### src/core/pov_regs.svh
`ifndef POV_REGS_SVH
`define POV_REGS_SVH

// Word and storage geometry
`define POV_WORD_BITS 8
`define POV_DEPTH 16
`define POV_IDX_W 4
`define POV_CNT_W 5
`define POV_DEPTH_CNT 5'h10

// Decoding constants
`define POV_SHOW_CODE 7'h7F
`define POV_ASCII_OFFSET 7'h20
`define POV_LAST_BIT 3'h7
`define POV_CHR_LAST_COL 3'h5
`define POV_BMP_LAST_COL 3'h0

// Reset values
`define POV_RST_LED 8'h00
`define POV_RST_CNT 5'h00
`define POV_RST_SHREG 8'h00
`define POV_RST_BIT 3'h0
`define POV_RST_IDX 4'h0
`define POV_RST_COL 3'h0

`endif

### src/core/pov_pkg.sv
`default_nettype none
`include "pov_regs.svh"

package pov_pkg;
    // Pins that arrive from outside the clock domain
    typedef struct packed {
        logic step;
        logic write;
        logic din;
        logic under;
        logic over;
    } pov_pins_t;

    // Kind of a stored word, from decoded bits 6:5
    typedef enum logic [1:0] {
        POV_KIND_BMP = 2'b00,
        POV_KIND_CHR = 2'b01
    } pov_kind_t;

    // Loading content or showing it
    typedef enum logic {
        POV_ST_LOAD = 1'b0,
        POV_ST_SHOW = 1'b1
    } pov_state_t;

    typedef logic [6:0] pov_word_t;
endpackage : pov_pkg

`default_nettype wire

### src/core/pov_char_rom_serial_shifter.sv
`default_nettype none
`include "pov_regs.svh"

module pov_char_rom_serial_shifter
    import pov_pkg::*;
(
    input wire logic core_clk_i, // 250 MHz core clock
    input wire logic rst_i, // Async reset, active high
    input wire logic step_clk_i, // Step clock pin
    input wire logic write_i, // High shifts in, low plays out
    input wire logic din_i, // Serial data pin
    input wire logic under_i, // Underline for bitmaps
    input wire logic over_i, // Overline for bitmaps
    output logic [7:0] led_o, // LED column
    output logic showing_o // Playback active
);

    // Glyph columns for ASCII 0x20..0x3F, first column in top byte, bit 0 top row
    function automatic logic [39:0] glyph_row(input logic [6:0] ascii);
        logic [39:0] r;
        r = 40'h00_00_00_00_00;
        case (ascii)
            7'h20: r = 40'h00_00_00_00_00;
            7'h21: r = 40'h00_00_5F_00_00;
            7'h22: r = 40'h00_07_00_07_00;
            7'h23: r = 40'h14_7F_14_7F_14;
            7'h24: r = 40'h24_2A_7F_2A_12;
            7'h25: r = 40'h23_13_08_64_62;
            7'h26: r = 40'h36_49_55_22_50;
            7'h27: r = 40'h00_05_03_00_00;
            7'h28: r = 40'h00_1C_22_41_00;
            7'h29: r = 40'h00_41_22_1C_00;
            7'h2A: r = 40'h08_2A_1C_2A_08;
            7'h2B: r = 40'h08_08_3E_08_08;
            7'h2C: r = 40'h00_50_30_00_00;
            7'h2D: r = 40'h08_08_08_08_08;
            7'h2E: r = 40'h00_60_60_00_00;
            7'h2F: r = 40'h20_10_08_04_02;
            7'h30: r = 40'h3E_51_49_45_3E;
            7'h31: r = 40'h00_42_7F_40_00;
            7'h32: r = 40'h42_61_51_49_46;
            7'h33: r = 40'h21_41_45_4B_31;
            7'h34: r = 40'h18_14_12_7F_10;
            7'h35: r = 40'h27_45_45_45_39;
            7'h36: r = 40'h3C_4A_49_49_30;
            7'h37: r = 40'h01_71_09_05_03;
            7'h38: r = 40'h36_49_49_49_36;
            7'h39: r = 40'h06_49_49_29_1E;
            7'h3A: r = 40'h00_36_36_00_00;
            7'h3B: r = 40'h00_56_36_00_00;
            7'h3C: r = 40'h00_08_14_22_41;
            7'h3D: r = 40'h14_14_14_14_14;
            7'h3E: r = 40'h41_22_14_08_00;
            7'h3F: r = 40'h02_01_51_09_06;
            default: r = 40'h00_00_00_00_00;
        endcase
        return r;
    endfunction : glyph_row

    // One glyph column; column 5 shifts everything out and gives the blank spacer
    function automatic logic [7:0] glyph_col(input logic [4:0] code, input logic [2:0] col);
        logic [39:0] sh;
        sh = glyph_row(7'({2'b00, code}) + `POV_ASCII_OFFSET) << (col * 8);
        return sh[39:32];
    endfunction : glyph_col

    // Pin synchroniser
    pov_pins_t pins_raw;
    pov_pins_t sync1_r;
    pov_pins_t sync2_r;
    logic step_prev_r;

    // Word assembly and storage
    logic [7:0] shreg_r;
    logic [7:0] shreg_nxt;
    logic [2:0] bit_cnt_r;
    logic [2:0] bit_cnt_nxt;
    pov_word_t mem_r [`POV_DEPTH];
    logic [`POV_CNT_W-1:0] count_r;
    logic [`POV_CNT_W-1:0] count_nxt;

    // Playback pointers and LED column
    logic [`POV_IDX_W-1:0] rd_idx_r;
    logic [`POV_IDX_W-1:0] rd_idx_nxt;
    logic [2:0] col_r;
    logic [2:0] col_nxt;
    pov_state_t state_r;
    pov_state_t state_nxt;
    logic [7:0] led_r;
    logic [7:0] led_nxt;

    // Pin bundle; every pin is foreign to the core clock
    assign pins_raw = {step_clk_i, write_i, din_i, under_i, over_i};

    // Two-stage synchroniser plus one edge-history flop behind it
    always_ff @(posedge core_clk_i or posedge rst_i) begin
        if (rst_i) begin
            sync1_r <= '0;
            sync2_r <= '0;
            step_prev_r <= 1'b0;
        end else begin
            sync1_r <= pins_raw;
            sync2_r <= sync1_r;
            step_prev_r <= sync2_r.step;
        end
    end

    // Step decode: one action per rising step edge
    wire step_edge = sync2_r.step & ~step_prev_r;
    wire shift_en = step_edge & sync2_r.write;
    wire disp_en = step_edge & ~sync2_r.write;

    // Word assembly: first bit lands in bit 0 after eight shifts
    assign shreg_nxt = shift_en ? {sync2_r.din, shreg_r[7:1]} : shreg_r;
    assign bit_cnt_nxt = shift_en ? 3'(bit_cnt_r + 3'h1) : bit_cnt_r;
    wire word_done = shift_en & (bit_cnt_r == `POV_LAST_BIT);
    wire [7:0] word_full = shreg_nxt;
    wire [6:0] word_dec = word_full[6:0];

    // Word classification; codes 1x other than all-ones are dropped
    wire is_show = (word_dec == `POV_SHOW_CODE);
    wire is_store = ~word_dec[6];
    wire fresh = (state_r == POV_ST_SHOW);
    wire full = ~fresh & (count_r == `POV_DEPTH_CNT);
    wire store_en = word_done & is_store & ~full;
    wire show_go = word_done & is_show;
    wire [`POV_IDX_W-1:0] wr_idx = fresh ? '0 : count_r[`POV_IDX_W-1:0];

    // New data after playback starts a fresh buffer
    assign count_nxt = store_en ? (fresh ? 5'h01 : 5'(count_r + 5'h01)) : count_r;

    // Load/show sequencing; an all-ones word and a storable word never coincide
    always_comb begin
        state_nxt = state_r;
        case (state_r)
            POV_ST_LOAD: begin
                if (show_go) begin
                    state_nxt = POV_ST_SHOW;
                end
            end
            POV_ST_SHOW: begin
                if (store_en) begin
                    state_nxt = POV_ST_LOAD;
                end
            end
            default: begin
                state_nxt = POV_ST_LOAD;
            end
        endcase
    end

    // Playback decode for the word under the read pointer
    wire [6:0] cur = mem_r[rd_idx_r];
    wire cur_chr = (pov_kind_t'(cur[6:5]) == POV_KIND_CHR);
    wire [2:0] last_col = cur_chr ? `POV_CHR_LAST_COL : `POV_BMP_LAST_COL;
    wire [7:0] bmp_col = {1'b0, sync2_r.under, cur[4:0], sync2_r.over};
    wire [7:0] col_data = cur_chr ? glyph_col(cur[4:0], col_r) : bmp_col;
    wire disp_go = disp_en & (state_r == POV_ST_SHOW) & (count_r != `POV_RST_CNT);
    wire col_wrap = (col_r == last_col);
    wire idx_wrap = (5'({1'b0, rd_idx_r}) + 5'h01) == count_r;

    // Column and word pointers; playback restarts at the first column
    wire [2:0] col_adv = col_wrap ? 3'h0 : 3'(col_r + 3'h1);
    wire [`POV_IDX_W-1:0] idx_adv = idx_wrap ? '0 : 4'(rd_idx_r + 4'h1);
    wire word_end = disp_go & col_wrap;
    assign col_nxt = show_go ? 3'h0 : (disp_go ? col_adv : col_r);
    assign rd_idx_nxt = show_go ? '0 : (word_end ? idx_adv : rd_idx_r);
    assign led_nxt = disp_go ? col_data : led_r;

    // Shifter state; reset clears the bit position, a partial word is lost
    always_ff @(posedge core_clk_i or posedge rst_i) begin
        if (rst_i) begin
            shreg_r <= `POV_RST_SHREG;
            bit_cnt_r <= `POV_RST_BIT;
        end else begin
            shreg_r <= shreg_nxt;
            bit_cnt_r <= bit_cnt_nxt;
        end
    end

    // Store count and mode; the words themselves survive reset
    always_ff @(posedge core_clk_i or posedge rst_i) begin
        if (rst_i) begin
            count_r <= `POV_RST_CNT;
            state_r <= POV_ST_LOAD;
        end else begin
            count_r <= count_nxt;
            state_r <= state_nxt;
        end
    end

    // Playback position and LED column; reset clears the column position
    always_ff @(posedge core_clk_i or posedge rst_i) begin
        if (rst_i) begin
            rd_idx_r <= `POV_RST_IDX;
            col_r <= `POV_RST_COL;
            led_r <= `POV_RST_LED;
        end else begin
            rd_idx_r <= rd_idx_nxt;
            col_r <= col_nxt;
            led_r <= led_nxt;
        end
    end

    // Word storage has no reset; only counted slots are ever read
    always_ff @(posedge core_clk_i) begin
        if (store_en) begin
            mem_r[wr_idx] <= word_dec;
        end
    end

    assign led_o = led_r;
    assign showing_o = (state_r == POV_ST_SHOW);

endmodule : pov_char_rom_serial_shifter

`default_nettype wire

### config.mk
export PLATFORM = sky130hd
export DESIGN_NAME = pov_char_rom_serial_shifter
export DESIGN_NICKNAME = d
export VERILOG_FILES = /design/src/core/pov_pkg.sv /design/src/core/pov_char_rom_serial_shifter.sv
export VERILOG_INCLUDE_DIRS = /design/src /design/src/core
export SDC_FILE = /design/constraint.sdc
export NUM_CORES = 1
export LEC_CHECK = 0
export BUFFER_PORTS_ARGS = -buffer_cell sky130_fd_sc_hd__buf_2
export CORE_UTILIZATION = 57
export DETAILED_ROUTE_END_ITERATION = 7
export HOLD_SLACK_MARGIN = 0.06
export MAX_ROUTING_LAYER = met4
export PLACE_DENSITY = 0.84
export REMOVE_ABC_BUFFERS = 1
export SETUP_SLACK_MARGIN = 0.1
export SYNTH_ARGS = -nofsm -noshare
export SYNTH_HDL_FRONTEND = slang
export SYNTH_SLANG_ARGS = --single-unit
### constraint.sdc
create_clock -name core_clk_i -period 3.32 [get_ports core_clk_i]
set_input_delay 0.664 -clock core_clk_i [delete_from_list [all_inputs] [get_ports core_clk_i]]
set_output_delay 0.664 -clock core_clk_i [all_outputs]
set_load 0.1 [all_outputs]
==> impl_metrics.json <==
{
  "status": "finished with violations",
  "violations": "DRC, setup timing",
  "fp.dieArea_mm2": 0.01446,
  "drc": 27,
  "place_congestion": 0.9939,
  "leakage_nw": 3.737,
  "yosys-top-cells-area": "edfxtp_1 42%, dfrtp_1 13%, mux4_2 5.4%",
  "die_x_um": 120.3,
  "yosysTopAreaCell": "edfxtp_1",
  "ff_latch_area_mm2": 0.004419,
  "areaGrowthSynthToFinish_pct": 22.44,
  "power.density_mw_per_mm2": 453.4,
  "dr.pass1.iters": 8,
  "yosysWarnings": 0,
  "path_class": "flip-flop to flip-flop",
  "grt.overflow.total": 0,
  "slowest_delay_ns": 0.60,
  "final-hold-violation-count": 0,
  "synth_seq_cells": 154,
  "grt_pass1_vias": 6841,
  "grt_max_degree": 25,
  "clkSinkCount": 154,
  "cts_tree": "yes",
  "rsz0062_at_grt": "yes",
  "post-place-ws_ns": -0.2379,
  "clk-insertion-delay-late_ns": 0.44,
  "fmax_ghz": 0.2974,
  "dp.cells": 949,
  "fillers": 884,
  "path_cells": "inv_1 -> ha_1 -> nand2_1 -> nor3b_1 -> or3_1 -> nor2_1 -> nand3b_1 -> nor3_1 -> buf_4",
  "h-tree-depth": 4,
  "cts_made_buffers": 17,
  "vias_per_cell": 7.091,
  "dpl.hpwl_mm": 17.75,
  "track_usage_pct": 40.05,
  "cap_viol_max_count": 0,
  "cts_buffer_depth": 2,
  "antenna_found_initial": 0,
  "cp-end-kind": "flip-flop",
  "skew_ns": 0.01144,
  "tightest_slew_ns": 0.8499,
  "syn_inst": 692,
  "yosys.area.top_type_share_pct": 42.18,
  "synth_edf_count": 112,
  "setup_viol": 8,
  "cp_slowest_cell": "dfrtp_1",
  "grt_pass1_wl_mm": 40.50,
  "multiInputGateArea_mm2": 0.003352,
  "synthFlopType": "edfxtp_1",
  "clk_pin_slew_ns": 0.06,
  "finalCriticalPeriod_ns": 3.362,
  "fin_cells": 997,
  "drive_gt1_share_pct": 28.87,
  "holdWs_ns": 0.2643,
  "yosysUniqueCellTypes": 76,
  "syn_area_mm2": 0.007973,
  "yosysMostFrequentCell": "edfxtp_1",
  "io_buffers": 14,
  "rows": 42,
  "relSlewSlack_pct": 42.91,
  "hp-class": "input port to asynchronous set/reset pin",
  "ys_seq_area_share_pct": 55.37,
  "die_y_um": 120.3,
  "critPathMaxFanout": 9,
  "start_util_pct": 59.26,
  "synth-async-reset-ratio_pct": 27.27,
  "post_drt_wl_per_cell_um": 29.06,
  "antenna_left": 0,
  "drv_slew": 0,
  "ioPinCount": 16,
  "first_iter_violations": 1099,
  "synthTopCellsByCount": "112 x edfxtp_1, 91 x nand2_1, 43 x nor2_1",
  "startpoint_type": "flip-flop",
  "fin_nets": 835,
  "syn_area_per_cell_um2": 11.52,
  "crit_arrival_ns": 3.49,
  "clock-root-buffer": "clkbuf_16",
  "coreArea_mm2": 0.01345,
  "vdd_drop_max_mv": 0.5185,
  "wirelength_mm": 28.97,
  "fin_crit_sh_pct": 101.3,
  "critPathRequiredTime_ns": 3.45,
  "dr_total_vias": 7070,
  "setup_ws_ns": -0.04215,
  "antenna_cells": 0
}
state kept, by name (all words and copies together) (netlist names):
name / count
mem_r: 112
shreg_r: 8
led_o: 7
count_r: 5
sync1_r: 5
rd_idx_r: 4
bit_cnt_r: 3
col_r: 3
sync2_r: 3
bmp_col: 2
showing_o: 1
step_prev_r: 1
worst max-delay path, delay by kind of cell, from the launching register on:
kind | cells | cell delay [ns]
DFF | 1 | 0.60
buffers and inverters | 2 | 0.46
adders and majority gates | 1 | 0.27
and+or+nand+nor | 6 | 1.73
timing repair:
item,4_1_cts,5_1_grt
setup endpoints to repair,15,18
setup buffers,7,8
pin swaps,4,4
gates resized for setup,12,20
cloned,0,1
hold buffers,0,0
final timing paths:
path	startpoint	end	slack [ns]	depth (start not counted)
worst max register to register	count_r[0]	mem_r[4][6]	-0.04	9
max in group asynchronous	rst_i	rd_idx_r[0]	2.30	3
worst min-delay path	rst_i	bit_cnt_r[1]	0.26	2
min in group core_clk_i	under_i	sync1_r[1]	0.33	1
worst min register to register	sync1_r[0]	bmp_col[0]	0.35	0
worst max-delay path	count_r[0]	mem_r[4][6]	-0.04	9
metrics by stage:
step	utilization [%]	setup TNS (ns)	instance area, µm²	power [mW]
after floorplan	-	-7.522	7740	2.450
after global placement	66.56	-0.6643	8954	2.550
after detailed placement	66.56	-0.5413	8954	2.589
after CTS	71.34	0	9597	4.369
after global routing	72.56	-2.833	9762	4.501
final	72.56	-0.2830	9762	4.426
cells in the final DEF (no fill, tap or decap), drive strengths merged, types with 5 or more instances in the layout:
cell type	instances
o211a	5
buf	145
nor2b	5
nor3b	5
o32ai	10
ha	20
o221ai	6
nor3	18
a22o	6
nand2	91
nand4	8
mux4	19
dfrtp	42
a211oi	9
mux2	7
o211ai	8
nor2	45
clkinv	9
clkbuf	18
a311oi	5
mux2i	13
nand3	18
inv	26
a21oi	28
a31oi	17
o21ai	41
edfxtp	112
nand2b	7
nor4	6
nand3b	5
kinds of logic after synthesis:
group	synth area share, %
other	0.04704
buffers and inverters	3.955
AND/OR/NAND/NOR	13.59
AO/OA/AOI/OAI	14.99
XOR/XNOR	0.8788
flip-flops	55.37
adder cells (fa/ha/maj)	3.139
multiplexers	8.035
report_power, final:
group	total [mW]	internal, mW	switching, mW
sequential	2.27	2.20	0.0642
clock	1.81	0.969	0.844
combinational	0.348	0.0794	0.268
total	4.43	3.25	1.18
layer usage:
metal  wire [µm]  vias to the layer above  part of all wire (%)  global-route usage (%)
met5           0                        -                     0                       -
met4        2380                        0                   8.2                   24.38
met3        2987                      200                    10                   7.830
met2       13640                      611                    47                   63.72
met1        9968                     3384                    34                   47.45
li1            -                     2875                     -                       -
layout make-up:
class                           count  area share [%]
Clock buffer                       17           4.358
Sequential cell                   154           45.27
Clock inverter                     15           1.192
Inverter                           22          0.8716
Multi-Input combinational cell    467           34.34
Timing Repair Buffer              146           11.71
Tap cell                          176           2.256
Power figures use the tool's default switching activity.
